`src/include/lbc_pkg.sv`:
```
// package for the led bank boost controller: register map, fields, resets, timing
// assumes a 20 MHz core clock and an apb slave with an 8-bit byte address

package lbc_pkg;

  // ************************************************************
  // register byte addresses
  // ************************************************************
  localparam logic [7:0] ADDR_CTRL = 8'h00;
  localparam logic [7:0] ADDR_SINK_MAP = 8'h04;
  localparam logic [7:0] ADDR_FB_EN = 8'h08;
  localparam logic [7:0] ADDR_BOOST = 8'h0c;
  localparam logic [7:0] ADDR_AUTO_THR = 8'h10;
  localparam logic [7:0] ADDR_PWM_CFG = 8'h14;
  localparam logic [7:0] ADDR_A_FS = 8'h18;
  localparam logic [7:0] ADDR_A_LSB = 8'h1c;
  localparam logic [7:0] ADDR_A_MSB = 8'h20;
  localparam logic [7:0] ADDR_B_FS = 8'h24;
  localparam logic [7:0] ADDR_B_LSB = 8'h28;
  localparam logic [7:0] ADDR_B_MSB = 8'h2c;
  localparam logic [7:0] ADDR_STATUS = 8'h30;
  localparam logic [7:0] ADDR_IRQ_MASK = 8'h34;
  localparam logic [7:0] ADDR_STATE = 8'h38;

  // ************************************************************
  // field positions
  // ************************************************************
  localparam int CTRL_A_EN = 0;
  localparam int CTRL_B_EN = 1;
  localparam int BOOST_FREQ = 0;
  localparam int BOOST_AUTO = 3;
  localparam int PWM_TO_A = 0;
  localparam int PWM_TO_B = 1;
  localparam int PWM_LOW = 2;
  localparam int PWM_ZD_OFF = 3;
  localparam int ST_THERM_ON = 3;
  localparam int ST_THERM_OFF = 4;

  // ************************************************************
  // reset values
  // ************************************************************
  localparam logic [1:0] CTRL_RST = 2'h0;
  localparam logic [2:0] SINK_MAP_RST = 3'h0;
  localparam logic [2:0] FB_EN_RST = 3'h7;
  localparam logic [3:0] BOOST_RST = 4'h0;
  localparam logic [7:0] AUTO_THR_RST = 8'h00;
  localparam logic [3:0] PWM_CFG_RST = 4'h0;
  localparam logic [4:0] FS_RST = 5'h00;
  localparam logic [2:0] LSB_RST = 3'h0;
  localparam logic [7:0] MSB_RST = 8'h00;
  localparam logic [4:0] STATUS_RST = 5'h00;
  localparam logic [4:0] MASK_RST = 5'h00;

  // ************************************************************
  // timing and duty scale
  // ************************************************************
  localparam int CLK_PERIOD_NS = 50;
  localparam int MIN_PULSE_NS = 750;
  localparam int MIN_PULSE_CYC = (MIN_PULSE_NS + CLK_PERIOD_NS - 1) / CLK_PERIOD_NS;
  localparam int DUTY_WIN_LOG2 = 14;
  localparam logic [8:0] DUTY_ONE = 9'h100;
  localparam logic [8:0] NEAR_ZERO_DUTY = 9'h002;

  // thermal reaction state
  typedef enum logic {
    LBC_TS_RUN = 1'b0,
    LBC_TS_HOT = 1'b1
  } lbc_therm_t;

endpackage

```
`src/verilog/lbc_pwm_meter.sv`:
```
// duty meter for the synchronised pwm level, with near-zero pulse rejection
// assumes pwm_i is already synchronised and polarity-corrected

module lbc_pwm_meter #(
  parameter int unsigned WIN_LOG2 = lbc_pkg::DUTY_WIN_LOG2
) (
  input wire logic clk_i,
  input wire logic rst_i,
  input wire logic clear_i,
  input wire logic pwm_i,
  input wire logic zd_en_i,
  output logic [8:0] duty_o,
  output logic near_zero_o
);
  import lbc_pkg::*;

  // ************************************************************
  // window and pulse counting
  // ************************************************************
  logic [WIN_LOG2-1:0] win_q;
  logic [WIN_LOG2:0] acc_q;
  logic [WIN_LOG2:0] run_q;
  logic pwm_d1_q;
  logic [8:0] duty_q;
  logic near_zero_q;

  wire fall = pwm_d1_q & ~pwm_i;
  wire win_end = &win_q;
  // once near zero was seen, short pulses no longer move the current
  wire accept = ~(zd_en_i & near_zero_q) || (run_q >= (WIN_LOG2+1)'(MIN_PULSE_CYC));
  wire add_run = (fall | (win_end & pwm_i)) & accept;
  // a pulse still high at the window end owns the current cycle too, else it is lost
  wire [WIN_LOG2:0] run_cnt = run_q + {{WIN_LOG2{1'b0}}, pwm_i};
  wire [WIN_LOG2:0] sum = add_run ? acc_q + run_cnt : acc_q;

  // pulse lengths are added when each pulse ends or the window ends, so the rejection sees only the part of a pulse inside one window
  always_ff @(posedge clk_i or posedge rst_i) begin
    if (rst_i) begin
      win_q <= '0;
      acc_q <= '0;
      run_q <= '0;
      pwm_d1_q <= 1'b0;
    end else if (clear_i) begin
      win_q <= '0;
      acc_q <= '0;
      run_q <= '0;
      pwm_d1_q <= 1'b0;
    end else begin
      win_q <= win_q + 1'b1;
      pwm_d1_q <= pwm_i;
      acc_q <= win_end ? '0 : sum;
      run_q <= (win_end | ~pwm_i) ? '0 : run_q + 1'b1;
    end
  end

  // duty in 1/256 steps, 256 meaning full; an early window end splits long pulses
  always_ff @(posedge clk_i or posedge rst_i) begin
    if (rst_i) begin
      duty_q <= 9'h000;
      near_zero_q <= 1'b1;
    end else if (clear_i) begin
      duty_q <= 9'h000;
      near_zero_q <= 1'b1;
    end else if (win_end) begin
      duty_q <= sum[WIN_LOG2 -: 9];
      near_zero_q <= sum[WIN_LOG2 -: 9] < NEAR_ZERO_DUTY;
    end
  end

  assign duty_o = duty_q;
  assign near_zero_o = near_zero_q;

endmodule // lbc_pwm_meter

```
`src/verilog/lbc_top.sv`:
```
// led bank boost controller: apb registers, bank/sink control, boost frequency, faults
// assumes apb master on core_clk_i; enable, pwm, thermal and short pins are asynchronous
//
// Behaviour
// - routed pwm duty scales bank, else one
// - enable pin low: shutdown, registers default
// - over-temperature turns boost, sinks off until cool
// - each bank: 5-bit full-scale, 11-bit brightness
// - sink-to-bank mapping from output configuration register
// - feedback enables [2:0] default one
// - short fault flag gated by feedback enable
// - boost control bit 0 selects frequency
// - select zero 500 kHz, one 1 MHz
// - boost control bit 3 enables auto frequency
// - auto compares threshold with brightness upper byte
// - above threshold 1 MHz, else 500 kHz
// - near-zero detect ignores pulses under 0.75 us

module lbc_top #(
  parameter int unsigned DUTY_WIN_LOG2 = lbc_pkg::DUTY_WIN_LOG2
) (
  input wire logic core_clk_i,
  input wire logic rst_i,
  input wire logic psel_i,
  input wire logic penable_i,
  input wire logic pwrite_i,
  input wire logic [7:0] paddr_i,
  input wire logic [31:0] pwdata_i,
  output logic [31:0] prdata_o,
  output logic pready_o,
  output logic pslverr_o,
  input wire logic global_enable_pin_i,
  input wire logic pwm_pin_i,
  input wire logic temp_hot_i,
  input wire logic temp_cool_i,
  input wire logic [2:0] sink_short_i,
  output logic boost_en_o,
  output logic boost_freq_1mhz_o,
  output logic [2:0] sink_en_o,
  output logic [2:0] sink_bank_b_o,
  output logic [2:0] sink_fb_en_o,
  output logic [4:0] bank_a_fs_o,
  output logic [4:0] bank_b_fs_o,
  output logic [10:0] bank_a_level_o,
  output logic [10:0] bank_b_level_o,
  output logic irq_o
);
  import lbc_pkg::*;

  // ************************************************************
  // helpers
  // ************************************************************
  // brightness times duty, where duty 256 stands for one
  function automatic logic [10:0] scale_level(logic [10:0] b, logic [8:0] d);
    logic [19:0] p;
    p = 20'(b) * 20'(d);
    return p[18:8];
  endfunction

  function automatic logic [7:0] max8(logic [7:0] x, logic [7:0] y);
    return (x > y) ? x : y;
  endfunction

  // ************************************************************
  // pin synchronisers
  // ************************************************************
  logic [6:0] sync1_q;
  logic [6:0] sync2_q;

  // first stage feeds only the second stage
  always_ff @(posedge core_clk_i or posedge rst_i) begin
    if (rst_i) begin
      sync1_q <= 7'h00;
      sync2_q <= 7'h00;
    end else begin
      sync1_q <= {global_enable_pin_i, pwm_pin_i, temp_hot_i, temp_cool_i, sink_short_i};
      sync2_q <= sync1_q;
    end
  end

  wire en_s = sync2_q[6];
  wire pwm_s = sync2_q[5];
  wire hot_s = sync2_q[4];
  wire cool_s = sync2_q[3];
  wire [2:0] short_s = sync2_q[2:0];
  // registers are held at default while the enable pin is low
  wire clr = ~en_s;

  // ************************************************************
  // apb decode
  // ************************************************************
  logic [1:0] ctrl_q;
  logic [2:0] sink_map_q;
  logic [2:0] fb_en_q;
  logic [3:0] boost_q;
  logic [7:0] auto_thr_q;
  logic [3:0] pwm_cfg_q;
  logic [4:0] a_fs_q;
  logic [4:0] b_fs_q;
  logic [2:0] a_lsb_q;
  logic [2:0] b_lsb_q;
  logic [10:0] a_bright_q;
  logic [10:0] b_bright_q;
  logic [4:0] status_q;
  logic [4:0] mask_q;
  logic [31:0] prdata_q;
  logic [31:0] rdata;
  logic pready_q;
  logic pslverr_q;
  logic [8:0] duty;
  logic near_zero;
  lbc_therm_t therm_q;

  wire setup = psel_i & ~penable_i;
  wire wr = psel_i & penable_i & pready_q & pwrite_i;
  wire hit_ctrl = paddr_i == ADDR_CTRL;
  wire hit_map = paddr_i == ADDR_SINK_MAP;
  wire hit_fb = paddr_i == ADDR_FB_EN;
  wire hit_boost = paddr_i == ADDR_BOOST;
  wire hit_thr = paddr_i == ADDR_AUTO_THR;
  wire hit_pwm = paddr_i == ADDR_PWM_CFG;
  wire hit_afs = paddr_i == ADDR_A_FS;
  wire hit_alsb = paddr_i == ADDR_A_LSB;
  wire hit_amsb = paddr_i == ADDR_A_MSB;
  wire hit_bfs = paddr_i == ADDR_B_FS;
  wire hit_blsb = paddr_i == ADDR_B_LSB;
  wire hit_bmsb = paddr_i == ADDR_B_MSB;
  wire hit_stat = paddr_i == ADDR_STATUS;
  wire hit_mask = paddr_i == ADDR_IRQ_MASK;
  wire hit_state = paddr_i == ADDR_STATE;

  // read mux; unmapped reads return zero with an error
  always_comb begin
    rdata = 32'h0000_0000;
    if (hit_ctrl) begin
      rdata = 32'(ctrl_q);
    end else if (hit_map) begin
      rdata = 32'(sink_map_q);
    end else if (hit_fb) begin
      rdata = 32'(fb_en_q);
    end else if (hit_boost) begin
      rdata = 32'(boost_q);
    end else if (hit_thr) begin
      rdata = 32'(auto_thr_q);
    end else if (hit_pwm) begin
      rdata = 32'(pwm_cfg_q);
    end else if (hit_afs) begin
      rdata = 32'(a_fs_q);
    end else if (hit_alsb) begin
      rdata = 32'(a_lsb_q);
    end else if (hit_amsb) begin
      rdata = 32'(a_bright_q[10:3]);
    end else if (hit_bfs) begin
      rdata = 32'(b_fs_q);
    end else if (hit_blsb) begin
      rdata = 32'(b_lsb_q);
    end else if (hit_bmsb) begin
      rdata = 32'(b_bright_q[10:3]);
    end else if (hit_stat) begin
      rdata = 32'(status_q);
    end else if (hit_mask) begin
      rdata = 32'(mask_q);
    end else if (hit_state) begin
      rdata = {7'h00, duty, 13'h0000, near_zero, boost_freq_1mhz_o, therm_q};
    end
  end

  wire mapped = hit_ctrl | hit_map | hit_fb | hit_boost | hit_thr | hit_pwm | hit_afs |
                hit_alsb | hit_amsb | hit_bfs | hit_blsb | hit_bmsb | hit_stat | hit_mask |
                hit_state;

  // answer one cycle after setup, so every access has no wait state
  always_ff @(posedge core_clk_i or posedge rst_i) begin
    if (rst_i) begin
      pready_q <= 1'b0;
      pslverr_q <= 1'b0;
      prdata_q <= 32'h0000_0000;
    end else begin
      pready_q <= setup;
      pslverr_q <= setup & ~mapped;
      prdata_q <= (setup & ~pwrite_i) ? rdata : 32'h0000_0000;
    end
  end

  // ************************************************************
  // configuration registers
  // ************************************************************
  always_ff @(posedge core_clk_i or posedge rst_i) begin
    if (rst_i) begin
      ctrl_q <= CTRL_RST;
      sink_map_q <= SINK_MAP_RST;
      fb_en_q <= FB_EN_RST;
      boost_q <= BOOST_RST;
      auto_thr_q <= AUTO_THR_RST;
      pwm_cfg_q <= PWM_CFG_RST;
      mask_q <= MASK_RST;
    end else if (clr) begin
      ctrl_q <= CTRL_RST;
      sink_map_q <= SINK_MAP_RST;
      fb_en_q <= FB_EN_RST;
      boost_q <= BOOST_RST;
      auto_thr_q <= AUTO_THR_RST;
      pwm_cfg_q <= PWM_CFG_RST;
      mask_q <= MASK_RST;
    end else if (wr) begin
      if (hit_ctrl) ctrl_q <= pwdata_i[1:0];
      if (hit_map) sink_map_q <= pwdata_i[2:0];
      if (hit_fb) fb_en_q <= pwdata_i[2:0];
      if (hit_boost) boost_q <= pwdata_i[3:0];
      if (hit_thr) auto_thr_q <= pwdata_i[7:0];
      if (hit_pwm) pwm_cfg_q <= pwdata_i[3:0];
      if (hit_mask) mask_q <= pwdata_i[4:0];
    end
  end

  // bank settings; the low bits wait until the upper byte is written
  always_ff @(posedge core_clk_i or posedge rst_i) begin
    if (rst_i) begin
      a_fs_q <= FS_RST;
      b_fs_q <= FS_RST;
      a_lsb_q <= LSB_RST;
      b_lsb_q <= LSB_RST;
      a_bright_q <= {MSB_RST, LSB_RST};
      b_bright_q <= {MSB_RST, LSB_RST};
    end else if (clr) begin
      a_fs_q <= FS_RST;
      b_fs_q <= FS_RST;
      a_lsb_q <= LSB_RST;
      b_lsb_q <= LSB_RST;
      a_bright_q <= {MSB_RST, LSB_RST};
      b_bright_q <= {MSB_RST, LSB_RST};
    end else if (wr) begin
      if (hit_afs) a_fs_q <= pwdata_i[4:0];
      if (hit_bfs) b_fs_q <= pwdata_i[4:0];
      if (hit_alsb) a_lsb_q <= pwdata_i[2:0];
      if (hit_blsb) b_lsb_q <= pwdata_i[2:0];
      if (hit_amsb) a_bright_q <= {pwdata_i[7:0], a_lsb_q};
      if (hit_bmsb) b_bright_q <= {pwdata_i[7:0], b_lsb_q};
    end
  end

  // ************************************************************
  // thermal shutdown
  // ************************************************************
  // hysteresis: trip on the hot comparator, release only on the cool one
  always_ff @(posedge core_clk_i or posedge rst_i) begin
    if (rst_i) begin
      therm_q <= LBC_TS_RUN;
    end else begin
      case (therm_q)
        LBC_TS_RUN: if (hot_s) therm_q <= LBC_TS_HOT;
        LBC_TS_HOT: if (cool_s && !hot_s) therm_q <= LBC_TS_RUN;
        default: therm_q <= LBC_TS_RUN;
      endcase
    end
  end

  wire therm_enter = (therm_q == LBC_TS_RUN) & hot_s;
  wire therm_leave = (therm_q == LBC_TS_HOT) & cool_s & ~hot_s;

  // ************************************************************
  // status and interrupt
  // ************************************************************
  // a short only counts on sinks that sit in the feedback loop
  wire [4:0] events = {therm_leave, therm_enter, short_s & fb_en_q};
  wire [4:0] w1c = (wr & hit_stat) ? pwdata_i[4:0] : 5'h00;

  // a new event wins over a clear in the same cycle
  always_ff @(posedge core_clk_i or posedge rst_i) begin
    if (rst_i) begin
      status_q <= STATUS_RST;
      irq_o <= 1'b0;
    end else if (clr) begin
      status_q <= STATUS_RST;
      irq_o <= 1'b0;
    end else begin
      status_q <= (status_q & ~w1c) | events;
      irq_o <= |(((status_q & ~w1c) | events) & mask_q);
    end
  end

  // ************************************************************
  // pwm duty and bank levels
  // ************************************************************
  wire pwm_used = pwm_cfg_q[PWM_TO_A] | pwm_cfg_q[PWM_TO_B];
  wire pwm_lvl = pwm_s ^ pwm_cfg_q[PWM_LOW];

  lbc_pwm_meter #(
    .WIN_LOG2(DUTY_WIN_LOG2)
  ) u_meter (
    .clk_i(core_clk_i),
    .rst_i(rst_i),
    .clear_i(clr | ~pwm_used),
    .pwm_i(pwm_lvl),
    .zd_en_i(~pwm_cfg_q[PWM_ZD_OFF]),
    .duty_o(duty),
    .near_zero_o(near_zero)
  );

  // an unrouted bank sees a duty of one
  wire [8:0] a_duty = pwm_cfg_q[PWM_TO_A] ? duty : DUTY_ONE;
  wire [8:0] b_duty = pwm_cfg_q[PWM_TO_B] ? duty : DUTY_ONE;
  wire run = ~clr & (therm_q == LBC_TS_RUN);
  wire a_on = ctrl_q[CTRL_A_EN] & run;
  wire b_on = ctrl_q[CTRL_B_EN] & run;
  wire [2:0] sink_on = {sink_map_q[2] ? b_on : a_on, sink_map_q[1] ? b_on : a_on,
                        sink_map_q[0] ? b_on : a_on};

  // ************************************************************
  // boost frequency
  // ************************************************************
  // only active banks take part; the larger upper byte decides
  wire [7:0] a_code = a_on ? a_bright_q[10:3] : 8'h00;
  wire [7:0] b_code = b_on ? b_bright_q[10:3] : 8'h00;
  wire [7:0] cmp_code = max8(a_code, b_code);
  wire auto_fast = cmp_code > auto_thr_q;
  // fixed select: zero is 500 kHz, one is 1 MHz
  wire freq_d = boost_q[BOOST_AUTO] ? auto_fast : boost_q[BOOST_FREQ];

  // drive outputs from flops; thermal and enable shutdown drop boost and sink enables together
  always_ff @(posedge core_clk_i or posedge rst_i) begin
    if (rst_i) begin
      boost_en_o <= 1'b0;
      boost_freq_1mhz_o <= 1'b0;
      sink_en_o <= 3'h0;
      bank_a_level_o <= 11'h000;
      bank_b_level_o <= 11'h000;
    end else begin
      boost_en_o <= a_on | b_on;
      boost_freq_1mhz_o <= freq_d;
      sink_en_o <= sink_on;
      bank_a_level_o <= scale_level(a_bright_q, a_duty);
      bank_b_level_o <= scale_level(b_bright_q, b_duty);
    end
  end

  assign prdata_o = prdata_q;
  assign pready_o = pready_q;
  assign pslverr_o = pslverr_q;
  assign sink_bank_b_o = sink_map_q;
  assign sink_fb_en_o = fb_en_q;
  assign bank_a_fs_o = a_fs_q;
  assign bank_b_fs_o = b_fs_q;

endmodule // lbc_top

```
`config.mk`:
```
export PLATFORM = sky130hd
export DESIGN_NAME = lbc_top
export DESIGN_NICKNAME = d
export VERILOG_FILES = /design/src/include/lbc_pkg.sv /design/src/verilog/lbc_pwm_meter.sv /design/src/verilog/lbc_top.sv
export SDC_FILE = /design/constraint.sdc
export NUM_CORES = 1
export LEC_CHECK = 0
export ABC_AREA = 1
export ABC_CLOCK_PERIOD_IN_PS = 6100
export BUFFER_PORTS_ARGS = -buffer_cell sky130_fd_sc_hd__buf_2
export CAP_MARGIN = 20
export CORE_MARGIN = 3
export CORE_UTILIZATION = 45
export CTS_CLUSTER_DIAMETER = 50
export CTS_CLUSTER_SIZE = 14
export DETAILED_ROUTE_END_ITERATION = 12
export PLACE_DENSITY = 0.69
export REMOVE_ABC_BUFFERS = 1
export SYNTH_ARGS = -nofsm -noshare
export SYNTH_HDL_FRONTEND = slang
export SYNTH_SLANG_ARGS = --single-unit
```
`constraint.sdc`:
```
create_clock -name core_clk_i -period 6.1 [get_ports core_clk_i]
set_input_delay 0.61 -clock core_clk_i [delete_from_list [all_inputs] [get_ports core_clk_i]]
set_output_delay 0.61 -clock core_clk_i [all_outputs]
set_load 0.02 [all_outputs]
```
; After elaboration in Yosys (flattened, before gate mapping)
; Index checks and enable logic that the tools add are counted.
; Widths: inputs -> output; s select.
[word_totals]
reg_bits = 204
latchBits = 0
mem_bits_rw = 0
romBits = 0
inputBits = 52
word_cells = 225
n_memories = 0
[classes]
add_sub_neg = 4
multipliers = 2
n_div = 0
magnitude_cmp = 4
n_eq_ne = 28
n_shift = 0
n_mux = 81
n_bitwise = 52
n_reduce_logical = 21
[op_table]
columns = operator, n
row1 = $mux 25, 15
row2 = $mux 15, 5
row3 = $mux 11, 6
row4 = $eq 8x6->1 const B, 7
row5 = $mux 5, 11
row6 = $mux 8, 6
row7 = $mul 11x9->19, 2
row8 = $mux 3, 12
row9 = $mux 9, 4
row10 = $eq 8x5->1 const B, 4
row11 = $mux 32, 1
row12 = $ne 2x1->1 const B, 14
row13 = $reduce_and 2->1, 13
row14 = $mux 4, 6
row15 = $or 1x1->1, 19
row16 = $and 1x1->1, 17
row17 = $eq 8x4->1 const B, 2
row18 = $gt 8x8->1, 2
row19 = $add 15x1->15, 1
row20 = $add 15x1->15 const B, 1
row21 = $add 15x15->15, 1
row22 = $ge 15x4->1 const B, 1
row23 = $add 14x1->14 const B, 1
row24 = $mux 14, 1
row25 = other kinds (19), 40

; Depth between registers and ports, before layout
[logic_depth]
ltp_word = 17
mapped_depth = 23

; Hierarchy
; Synthesis repeated with hierarchy kept, for this count alone.
[unflattened]
cells_unflattened = 1900
hier_area_um2 = 15180.8
[by_module_without_submodules]
columns = mod, n_inst, cells_each, area_per_inst_um2
row1 = lbc_top, 1, 1436, 11816.3
row2 = lbc_pwm_meter, 1, 464, 3364.5

; Worst setup path after synthesis
; Ideal clock, no wire load.
[synth_path]
kind = register to register
from = register pwm_cfg_q[1]
to = register bank_b_level_o[3]
setup_ns = 0.124
t_arrival_ns = 4.279
required_time_ns = 5.976
slack_ns = 1.697
path_stages_with_launch = 20
n_path_buf = 1
synth_period_minus_slack_ns = 4.403
cell_sequence = dfrtp_1 -> buf_1 -> nand2_1 -> inv_1 -> nand2_1 -> fa_1 -> fa_1 -> inv_1 -> fa_1 -> inv_1 -> fa_1 -> inv_1 -> ha_1 -> nand2_1 -> nor2_1 -> a211oi_1 -> o21ai_0 -> nand3_1 -> nand2_1 -> xor2_1
[synth_between]
elab_chain_cells = 2
[synth_lines]
columns = item, line
row1 = from (decl), lbc_top.sv:97  ; logic [3:0] pwm_cfg_q;
row2 = from (signal assigned), lbc_top.sv:211  ; if (hit_pwm) pwm_cfg_q <= pwdata_i[3:0];
row3 = $mux 9, lbc_top.sv:302  ; wire [8:0] b_duty = pwm_cfg_q[PWM_TO_B] ? duty : DUTY_ONE;
row4 = $mul 11x9->19, lbc_top.sv:56  ; p = 20'(b) * 20'(d);
row5 = to (signal assigned), lbc_top.sv:333  ; bank_b_level_o <= scale_level(b_bright_q, b_duty);
row6 = to (decl), lbc_top.sv:45  ; output logic [10:0] bank_b_level_o,
; Every way passes these cells.
; A chain may end at the register's enable or synchronous reset.

; Worst setup path after layout
; Ends and elaborated chain as after synthesis.

==> qor.txt <==
DP HPWL = 29290 um
Worst-Skew Late Latency = 0.45 ns
Initial Util = 0.4584
Reg2Reg Depth = 16
Slew headroom = 0.3025
Number of I/O port buffers = 90
Max-cap check violation count = 0
Synthesized netlist cell count = 1874
Via count = 12.57k
VDD IR max = 164.1 uV
CTS Sinks = 189
Fraction of registers with async set/reset = 1.000
Seq/Total Area, Yosys = 0.3166
Cell taking the most area after synthesis = dfrtp_1
Setup violators final = 0
Dpl cells = 2384
Final slew viol count = 0
Hold depth = 1
Std-Cell Rows = 66
Final core utilization = 0.5033
H-tree levels = 4
Num CTS Buffers = 17
PD cells = 169.4 nW/um^2
Drt drc = 0
GPL Wtd Cong = 0.9390
Area share of the largest cell type after synthesis = 0.3096
Die X = 188.3 um
Most used DFF post-synth = dfrtp_1
Final worst-path cycle share = 0.8123
Congestion Overflow GR = 0
Setup_tns = 0 ns
Number of global-route vias before repair = 12.52k
CTS tree = yes
R2R Path End = bank_b_level_o[3]
Crit. End Element = register
Crit path kind = register to register
Clock Skew = 0.01566 ns
Core footprint = 32620 sq um
FMAX = 201.8 MHz
Final min period = 4.955 ns
Slew at the pin closest to its max-slew limit = 1.046 ns
Final WL = 37440 um
DR iter-0 viols = 890
Wire length per cell = 15.50 um
CP max FO = 13
Worst Hold Path EP = sync1_q[2]
Worst flop-to-flop path startpoint = pwm_cfg_q[1]
DR pass1 iterations = 8
Netlist cell types = 47
WP data arrival = 5.33 ns
Yosys warns = 0
Nets = 2238
R2R Setup Slk = 1.14 ns
Hold crit path type = primary input to register
GR Util All Layers = 0.2168
Largest net degree at the start of global routing = 130
Chip Height = 188.3 um
HP Start = sink_short_i[2]
Share of cells above drive strength 1 = 0.07649
CTS max path bufs = 2
Critical Path RT = 6.47 ns
Yosys reg bits = 189
Post-CTS Hold Buffers = 0
Antenna viol nets, final = 0
Syn_area_per_cell = 7.979 sq um
Critical Path Start Type = register
Root Buffer Master = clkbuf_16
Leak Pwr = 8.502 nW
Non-Filler Instances = 2416
First-pass GRT wire length = 62750 um
Inserted Diodes = 0
Final Hold Viols = 0
CTS-repair resized insts = 0
Overall Power = 2.782 mW
Die area = 35450 sq um
Post-Syn Area = 14950 sq um
Post-synth EDFFs = 0
Outcome = finished, final reports clean
Clock transition at path regs = 0.08 ns
Syn-to-layout area delta = 9.781%
RSZ-0062 raised after global routing = no
Antenna violations before repair = 0
Ranking of synthesized cells by area = dfrtp_1 (31%), fa_1 (17%), nand2_1 (10%)
Vias per inst = 5.204
I/O pins = 130
# Post-CTS Setup Buffers = 0
==> registers in the layout, summed over array words and instances, names as in the netlist, 7 cells and up <==
register / cells
prdata_o: 17
u_meter.acc_q: 15
u_meter.run_q: 15
u_meter.win_q: 14
a_bright_q: 11
b_bright_q: 11
bank_a_level_o: 11
bank_b_level_o: 11
u_meter.duty_o: 9
auto_thr_q: 8
sync1_q: 7
sync2_q: 7
==> worst max-delay path, cell delays in order (launching register included) <==
cell	delay [ns]
dfrtp_1	0.67
nand2_1	0.37
inv_1	0.19
nand2_1	0.09
fa_1	0.49
fa_1	0.56
inv_1	0.06
fa_1	0.53
inv_1	0.05
fa_1	0.53
inv_1	0.04
ha_1	0.36
nand4_1	0.10
o21ai_0	0.46
nand3_1	0.13
nand2_1	0.10
xor2_1	0.15
==> cells by family after synthesis <==
kind of cell	after synthesis	share of synthesized area
adders and majority gates	225	0.2515
other	1	0.0002508
AOI/OAI and AO/OA	259	0.09405
buffers and inverters	382	0.1012
DFF	189	0.3166
and+or+nand+nor	776	0.2112
xor gates and xnor gates	42	0.02510
==> cell usage after synthesis, drive strengths merged (2+ instances only) <==
master / n
inv: 333
buf: 24
nand2: 401
a211oi: 7
o21bai: 5
o22ai: 11
clkbuf: 17
ha: 99
clkinv: 8
a31oi: 3
nor3b: 3
xor2: 29
o21ai: 122
o21a: 3
a21oi: 96
dfrtp: 185
nor2: 244
nand4: 19
nand3: 78
nor4: 2
nor3: 25
o211ai: 4
xnor2: 13
fa: 126
nand3b: 2
dfstp: 4
a221oi: 4
==> cells in the final DEF, fill, tap and decap left out, drive strengths merged <==
master	instances
nand3	78
and3	1
buf	95
xor2	29
nand4	19
o22ai	11
nor3	25
or2	1
clkinvlp	1
o21ai	122
xnor2	13
o211ai	4
a21o	1
o31ai	1
bufinv	1
nor2	244
a221oi	4
o21a	3
a21boi	1
dfrtp	185
conb	15
inv	340
dfstp	4
a21oi	96
clkbuf	17
ha	99
nor3b	3
nand3b	2
clkinv	14
o21bai	5
a211oi	7
fa	126
nor4	2
nand2	401
a31oi	3
o2111ai	1
==> how the worst max path moves through the flow <==
| stage | start | end | slack (ns) |
|---|---|---|---|
| after floorplan | rst_i | a_bright_q[0] | 0.35 |
| after global placement | pwm_cfg_q[1] | bank_b_level_o[3] | 1.22 |
| after detailed placement | pwm_cfg_q[1] | bank_b_level_o[3] | 1.21 |
| after CTS | pwm_cfg_q[1] | bank_b_level_o[3] | 1.19 |
| after global routing | pwm_cfg_q[1] | bank_b_level_o[3] | 0.71 |
| final | pwm_cfg_q[1] | bank_b_level_o[3] | 1.14 |
==> power by group <==
part           switching [mW]  total [mW]  internal (mW)
clock network           0.557        1.14          0.585
logic                   0.212       0.293         0.0809
registers              0.0499        1.35           1.30
total                   0.820        2.78           1.96
==> area by class of cell <==
| cell class | instances | area [sq um] |
|---|---|---|
| clock inverter | 15 | 170.2 |
| sequential | 189 | 4735 |
| tap | 442 | 553.0 |
| clock buffer | 17 | 425.4 |
| inverter | 341 | 1287 |
| fill | 3117 | 16200 |
| timing repair buffer | 95 | 488.0 |
| multi-input combinational | 1317 | 8757 |
==> metal layers <==
| metal | up-vias | wire length (um) | global-route usage |
|---|---|---|---|
| met3 | 53 | 2215 | 0.03181 |
| met2 | 390 | 17620 | 0.3540 |
| met5 | - | 0 | 0 |
| met1 | 6125 | 16670 | 0.3021 |
| met4 | 0 | 942 | 0.06474 |
| li1 | 6004 | - | - |
==> metrics by stage <==
stage               worst slack, ns  hold WS (ns)  cell area (sq um)
floorplan                    0.3545        0.3312              14770
global placement              1.217        0.3320              15820
detailed placement            1.207        0.3355              15820
CTS                           1.188        0.2435              16420
global route                 0.7070        0.2490              16420
finish                        1.145        0.2586              16420
Note: power is estimated with default switching activity, not from simulation.
